### config.mk
export PLATFORM = sky130hd
export DESIGN_NAME = shm_multiply
export DESIGN_NICKNAME = d
export VERILOG_FILES = /design/src/shm_pkg.sv /design/src/shm_multiply.sv /design/src/shm_mul_core.sv
export VERILOG_INCLUDE_DIRS = /design/src
export SDC_FILE = /design/constraint.sdc
export NUM_CORES = 2
export LEC_CHECK = 0
export BUFFER_PORTS_ARGS = -buffer_cell sky130_fd_sc_hd__buf_4
export CAP_MARGIN = 20
export CORE_MARGIN = 2
export CORE_UTILIZATION = 60
export DETAILED_ROUTE_END_ITERATION = 8
export GPL_TIMING_DRIVEN = 0
export PLACE_DENSITY = 0.77
export SYNTH_ARGS = -nofsm -noshare
export SYNTH_HDL_FRONTEND = slang
export SYNTH_HIERARCHICAL = 1
export SYNTH_SLANG_ARGS = --single-unit
### constraint.sdc
create_clock -name CLK_I -period 3.1 [get_ports CLK_I]
set_input_delay 0.31 -clock CLK_I [delete_from_list [all_inputs] [get_ports CLK_I]]
set_output_delay 0.31 -clock CLK_I [all_outputs]
set_load 0.005 [all_outputs]
### src/shm_regs.svh
`ifndef SHM_REGS_SVH
`define SHM_REGS_SVH
// operand and result widths
`define SHM_WORD_W      32
`define SHM_HALF_W      16
`define SHM_WIDE_W      48
// halfword field positions inside a source word
`define SHM_BOT_LSB     0
`define SHM_TOP_LSB     16
// reset value of the result register
`define SHM_RESULT_RST  32'h00000000
// cycles from an accepted request to its answer
`define SHM_LATENCY     2
`endif

### src/shm_pkg.sv
package shm_pkg;
  // which of the two instruction forms is requested
  typedef enum logic {
    SHM_HALF_BY_HALF,
    SHM_WORD_BY_HALF
  } shm_form_t;
  // halfword select: bottom or top half of a source word
  typedef enum logic {
    SHM_SEL_BOTTOM,
    SHM_SEL_TOP
  } shm_half_sel_t;
endpackage

### src/shm_multiply.sv
// Behaviour
// - first halfword select picks first source half
// - second halfword select picks second source half
// - word form halfword select picks second half
// - half form gives full signed 32-bit product
// - word form keeps upper 32 of 48
// - commit result only when condition holds
`include "shm_regs.svh"
module shm_multiply
  import shm_pkg::*;
(
  // clock and reset
  input  wire logic        CLK_I,
  input  wire logic        ARST_N_I,
  // request from decoder and register file
  input  wire logic        VALID_I,
  input  wire logic        FORM_I,
  input  wire logic        FIRST_SEL_I,
  input  wire logic        SECOND_SEL_I,
  input  wire logic        COND_PASS_I,
  input  wire logic [3:0]  DEST_I,
  input  wire logic [31:0] FIRST_SRC_REG_I,
  input  wire logic [31:0] SECOND_SRC_REG_I,
  // write port towards the register file
  output logic             WR_EN_O,
  output logic      [3:0]  WR_ADDR_O,
  output logic      [31:0] WR_DATA_O
);

  // whole state of the unit
  typedef struct packed {
    logic        s1_valid;   // stage 1 holds a request
    logic        s1_form;    // form of the stage 1 request
    logic        s1_commit;  // condition passed in stage 1
    logic [3:0]  s1_dest;    // destination of stage 1
    logic        wr_en;      // result write strobe
    logic [3:0]  wr_addr;    // result destination
    logic [31:0] wr_data;    // result word
  } shm_state_t;

  shm_state_t st;       // registered state
  shm_state_t next_st;  // next state

  logic [31:0] mul_a;    // sign-extended first operand
  logic [31:0] mul_b;    // sign-extended second operand
  logic [63:0] product;  // registered product, stage 1

  // pick a signed halfword and extend it to a word
  function automatic logic [31:0] shm_pick_half(
    input logic [31:0] word,
    input logic        top
  );
    logic [15:0] h;
    h = top ? word[`SHM_TOP_LSB +: `SHM_HALF_W]
            : word[`SHM_BOT_LSB +: `SHM_HALF_W];
    return {{16{h[15]}}, h};
  endfunction

  // operand selection; the sources are captured in the multiplier
  // flop on the request edge, so a destination equal to a source
  // cannot disturb the product
  // in the word form the first select is ignored: the whole first word
  // is the multiplicand; both operands are sign-extended to 32 bits so
  // that one signed core serves both forms without a mode input
  always_comb begin
    if (FORM_I == SHM_WORD_BY_HALF) begin
      mul_a = FIRST_SRC_REG_I;
      mul_b = shm_pick_half(SECOND_SRC_REG_I, SECOND_SEL_I);
    end else begin
      mul_a = shm_pick_half(FIRST_SRC_REG_I, FIRST_SEL_I);
      mul_b = shm_pick_half(SECOND_SRC_REG_I, SECOND_SEL_I);
    end
  end

  // multiplier stage, shared by both forms
  // its output flop is stage 1 of the product; the control fields ride
  // alongside in st.s1_* so that both arrive at stage 2 together
  shm_mul_core u_mul (
    .CLK_I    (CLK_I),
    .ARST_N_I (ARST_N_I),
    .a_i      (mul_a),
    .b_i      (mul_b),
    .p_o      (product)
  );

  // pipeline control and result shaping
  // stage 1 copies the request fields on every edge; an idle cycle just
  // carries a cleared valid bit forward, so no bubble logic is needed
  always_comb begin
    next_st           = st;
    next_st.s1_valid  = VALID_I;
    next_st.s1_form   = FORM_I;
    next_st.s1_commit = VALID_I & COND_PASS_I;
    next_st.s1_dest   = DEST_I;
    // a failed condition leaves the destination untouched
    next_st.wr_en     = st.s1_valid & st.s1_commit;
    // address and data follow each valid request, passing or not, so
    // the port shows a skipped result too and holds only through idle cycles
    if (st.s1_valid) begin
      next_st.wr_addr = st.s1_dest;
      if (st.s1_form == SHM_WORD_BY_HALF) begin
        // bits 47..16 of the 48-bit product
        next_st.wr_data = product[`SHM_WIDE_W-1:`SHM_HALF_W];
      end else begin
        next_st.wr_data = product[`SHM_WORD_W-1:0];
      end
    end
  end

  // state register
  // the async clear drops the strobe at once: a request caught in
  // flight by reset is lost, never written late
  always_ff @(posedge CLK_I or negedge ARST_N_I) begin
    if (!ARST_N_I) begin
      st <= '{default: '0, wr_data: `SHM_RESULT_RST};
    end else begin
      st <= next_st;
    end
  end

  assign WR_EN_O   = st.wr_en;
  assign WR_ADDR_O = st.wr_addr;
  assign WR_DATA_O = st.wr_data;
endmodule

### src/shm_mul_core.sv
`include "shm_regs.svh"
// registered signed 32 x 32 multiplier; one cycle latency
module shm_mul_core (
  // clock and reset
  input  wire logic        CLK_I,
  input  wire logic        ARST_N_I,
  // operands
  input  wire logic [31:0] a_i,
  input  wire logic [31:0] b_i,
  // registered product
  output logic      [63:0] p_o
);
  // a single flop after the multiplier keeps the product path short
  always_ff @(posedge CLK_I or negedge ARST_N_I) begin
    if (!ARST_N_I) begin
      p_o <= 64'h0000000000000000;
    end else begin
      p_o <= 64'($signed(a_i) * $signed(b_i));
    end
  end
endmodule

# [Word level (Yosys, flattened, before mapping)]
# Cells that the tools add are included.
# Widths: inputs -> output; s select.
[word_totals] latch_bits=0 mem_bits_rw=0 n_memories=0 reg_bits=92 rom_bits=0
[op_classes] muxes=4 n_lt_le_gt_ge=0 reduce_logical=0 bitwise=2 n_mul=1 eq_ne=0 shifts=0 addsub=0 n_div=0
[op_table] op="$mux 32" n=2
[op_table] op="$mul 32x16->48" n=1
[op_table] op="$mux 16" n=2
[op_table] op="$and 1x1->1" n=2

# [Depth between registers and ports, before layout]
[depth] depth_word=3 mapped_depth=32 depth_no_buf=27

# [By module]
# Netlist, hierarchy kept.
[modules_own_cells] mod="shm_mul_core" seq_area_each_um2=1601.5 area_each_um2=37566.0 instances=1 cells_each=3883
[modules_own_cells] mod="shm_multiply" seq_area_each_um2=1101.1 area_each_um2=2785.2 instances=1 cells_each=267

# [Worst setup path before layout]
# No wires, ideal clock.
[synth_timing] path_type="in2reg" startpoint="input SECOND_SEL_I" endpoint="register u_mul/p_o[60] (netlist name)" path_slack_ns=-4.942 t_arrival_ns=7.917 setup_time_ns=0.125 path_buffers=3 cell_stages=30 cell_sequence="buf_2 -> buf_2 -> mux2_2 -> clkbuf_1 -> nand2_1 -> inv_1 -> fa_1 -> inv_1 -> fa_1 -> inv_1 -> fa_1 -> fa_1 -> inv_1 -> fa_1 -> inv_1 -> fa_1 -> inv_1 -> fa_1 -> fa_1 -> inv_1 -> ha_1 -> a21o_1 -> a21oi_1 -> o21bai_1 -> a21o_1 -> a21o_1 -> a21oi_1 -> o311a_1 -> o21bai_2 -> xor2_1"
[synth_lines] element="from (decl)" line="shm_multiply.sv:19" text="input wire logic SECOND_SEL_I,"

# [Final worst setup path]
[layout_timing] startpoint="input SECOND_SEL_I" endpoint="register u_mul.p_o[41]"
[layout_between] elab_chain_cells=2
[layout_lines] element="$mux 16" line="shm_multiply.sv:54" text="h = top ? word[`SHM_TOP_LSB +: `SHM_HALF_W]"
[layout_lines] element="$mul 32x16->48" line="shm_mul_core.sv:18" text="p_o <= 64'($signed(a_i) * $signed(b_i));"
[layout_lines] element="to (signal assigned)" line="shm_mul_core.sv:18"
[layout_lines] element="to (decl)" line="shm_mul_core.sv:11" text="output logic [63:0] p_o"
# Every way passes these cells.
# A chain may end at the register's enable or synchronous reset.

==> results.json <==
{
  "status": "finished, violations left",
  "failed_checks": "hold timing, setup timing",
  "min_path_type": "in2async",
  "cts.sinks": 92,
  "synthesis.nets": 4565,
  "setup_ws_ns": -4.42,
  "vias": 26100,
  "port_buffers": 110,
  "whs_ns": -0.0340,
  "final.min_clock_period_ns": 7.52,
  "start_kind": "input port",
  "hold_viol": 45,
  "die_w_um": 239,
  "clock.fmax_ghz": 0.133,
  "wirelength_um": 114000,
  "clock_latency_ns": 0.34,
  "drv_cap": 0,
  "gp_routability_congestion": 1.06,
  "path_class": "in2reg",
  "syn_area_mm2": 0.0332,
  "dieArea_mm2": 0.0572,
  "rsz0062_at_grt": "true",
  "cp_top_family": "adder cells",
  "post-route-period-util_pct": 243,
  "path_clk_slew_ns": 0.06,
  "num_rows": 86,
  "area_delta_synth_final_pct": 18.2,
  "grt_pass1_wl_um": 165000,
  "synthCells": 3462,
  "finalSetupViolCount": 44,
  "path_common_cell": "fa_1",
  "gr-usage-all-layers_pct": 40.0,
  "relSlewSlack_pct": 49.8,
  "critPathCaptureType": "flip-flop",
  "cp_max_fo": 19,
  "fp.coreArea_mm2": 0.0549,
  "antenna_found_initial": 6,
  "layout-drive-gt1-share_pct": 21.8,
  "avgSynthCellArea_um2": 9.58,
  "io_pins": 112,
  "cp.buffers_inverters": 4,
  "synth.yosys.warnings": 6,
  "drc": 0,
  "start_util_pct": 60.5,
  "drt_iter0_markers": 2636,
  "ant_nets": 0,
  "cpPeakStageDelay_ns": 0.66,
  "tightest_slew_ns": 0.753,
  "htreeDepth": 3,
  "cts_buffer_depth": 2,
  "cp_cell_sequence": "buf_12, mux2_4, clkbuf_2, and2_4, fa_1, inv_1, fa_1, inv_2, fa_1, fa_2, fa_2, fa_1, fa_1, fa_1, ha_4, nand2_2, nor2_2, a211oi_4, nand4_4, a41oi_4, o21ai_2, nand3_2, mux2_4, a2111oi_4",
  "first_global_vias": 27300,
  "worst_ep_arrival_time_ns": 7.76,
  "avgRoutedWirePerCell_um": 25.8,
  "grt_overflow": 0,
  "cts_buffers": 9,
  "die_h_um": 239,
  "post-dp-hpwl_um": 91400,
  "grt_max_degree": 93,
  "nNetsFinal": 4807,
  "dp_slack_ns": -5.59,
  "root_buffer": "clkbuf_16",
  "viasPerCell": 5.92,
  "drv_slew": 0,
  "timing.critical_path.slowest_stage_cell": "fa_2",
  "fin_tns_setup_ns": -156.01,
  "first_pass_iters": 9,
  "hold_buffers": 0,
  "cts_tree": "built",
  "worstPathRequired_ns": 3.33,
  "skew_ns": 0.00695,
  "post-route-util_pct": 71.5
}
==> cells in the final DEF, fill, tap and decap left out, types with 21 or more instances in the layout <==
| cell | instances |
|---|---|
| clkbuf_2 | 40 |
| buf_6 | 48 |
| clkbuf_16 | 27 |
| clkbuf_8 | 21 |
| ha_4 | 45 |
| clkbuf_4 | 23 |
| a21oi_1 | 48 |
| a21oi_2 | 26 |
| nand2_1 | 414 |
| fa_2 | 70 |
| mux2i_1 | 32 |
| inv_1 | 751 |
| inv_2 | 30 |
| nor2_1 | 59 |
| buf_4 | 239 |
| ha_1 | 121 |
| fa_1 | 790 |
| and2_1 | 460 |
| mux2_4 | 26 |
| buf_2 | 26 |
| clkbuf_1 | 47 |
| dfrtp_1 | 92 |
==> per-stage QoR <==
step           instance area [um^2]  std cells
2_1_floorplan                 33800       3462
3_3_place_gp                  35500       4276
3_5_place_dp                  35500       4276
4_1_cts                       38000       4364
5_1_grt                       39200       4412
6_report                      39200       4415
==> layer usage <==
| layer | global-route usage [%] | share of wire, % | wire [um] | vias to the layer above |
|---|---|---|---|---|
| li1 | - | - | - | 10400 |
| met1 | 50.6 | 34 | 38700 | 13200 |
| met2 | 60.8 | 44 | 50100 | 1891 |
| met3 | 12.5 | 13 | 15300 | 643 |
| met4 | 24.3 | 8.7 | 9880 | 8 |
| met5 | 0 | 0.050 | 57 | - |
==> worst reg2reg max path, stage by stage, from the launching register on <==
cell	delay, ns
dfrtp_1	0.33
buf_2	0.17
buf_2	0.33
mux2i_1	0.30
a21oi_1	0.12
==> path summary, 6_finish.rpt <==
| kind | from | to | slack (ns) | cells past startpoint |
|---|---|---|---|---|
| max | SECOND_SEL_I | u_mul/p_o[41] | -4.42 | 24 |
| min | ARST_N_I | WR_DATA_O[24] | -0.03 | 1 |
| max reg2reg | st[42] | WR_DATA_O[3] | 1.72 | 4 |
| min reg2reg | st[41] | WR_EN_O | 0.46 | 1 |
| max in group asynchronous | ARST_N_I | u_mul/p_o[10] | 2.49 | 2 |
| min in group CLK_I | DEST_I[2] | st[39] | 0.07 | 1 |
==> layout make-up <==
type	count	area [um^2]
multi-input cells	2339	28700
plain buffers	248	2070
inverters	781	2930
repair buffers	233	2060
fillers	3843	15700
clock inverters	3	45.0
flip-flops and latches	92	2300
clock buffers	12	267
diodes	3	7.51
well taps	704	881
==> registers in the layout (all words and copies together), names as in the netlist <==
signal	flops
st	7
WR_ADDR_O	4
WR_DATA_O	32
u_mul/p_o	48
WR_EN_O	1
==> what timing repair did <==
item / in CTS / in global routing
resized for setup: 414 / 290
pin swaps: 101 / 106
endpoints found under the setup margin: 45 / 44
cloned: 3 / 3
setup buffers: 72 / 52
Power is not shown: default switching activity piles up to over one toggle a cycle in this logic, so the estimate is an artifact.
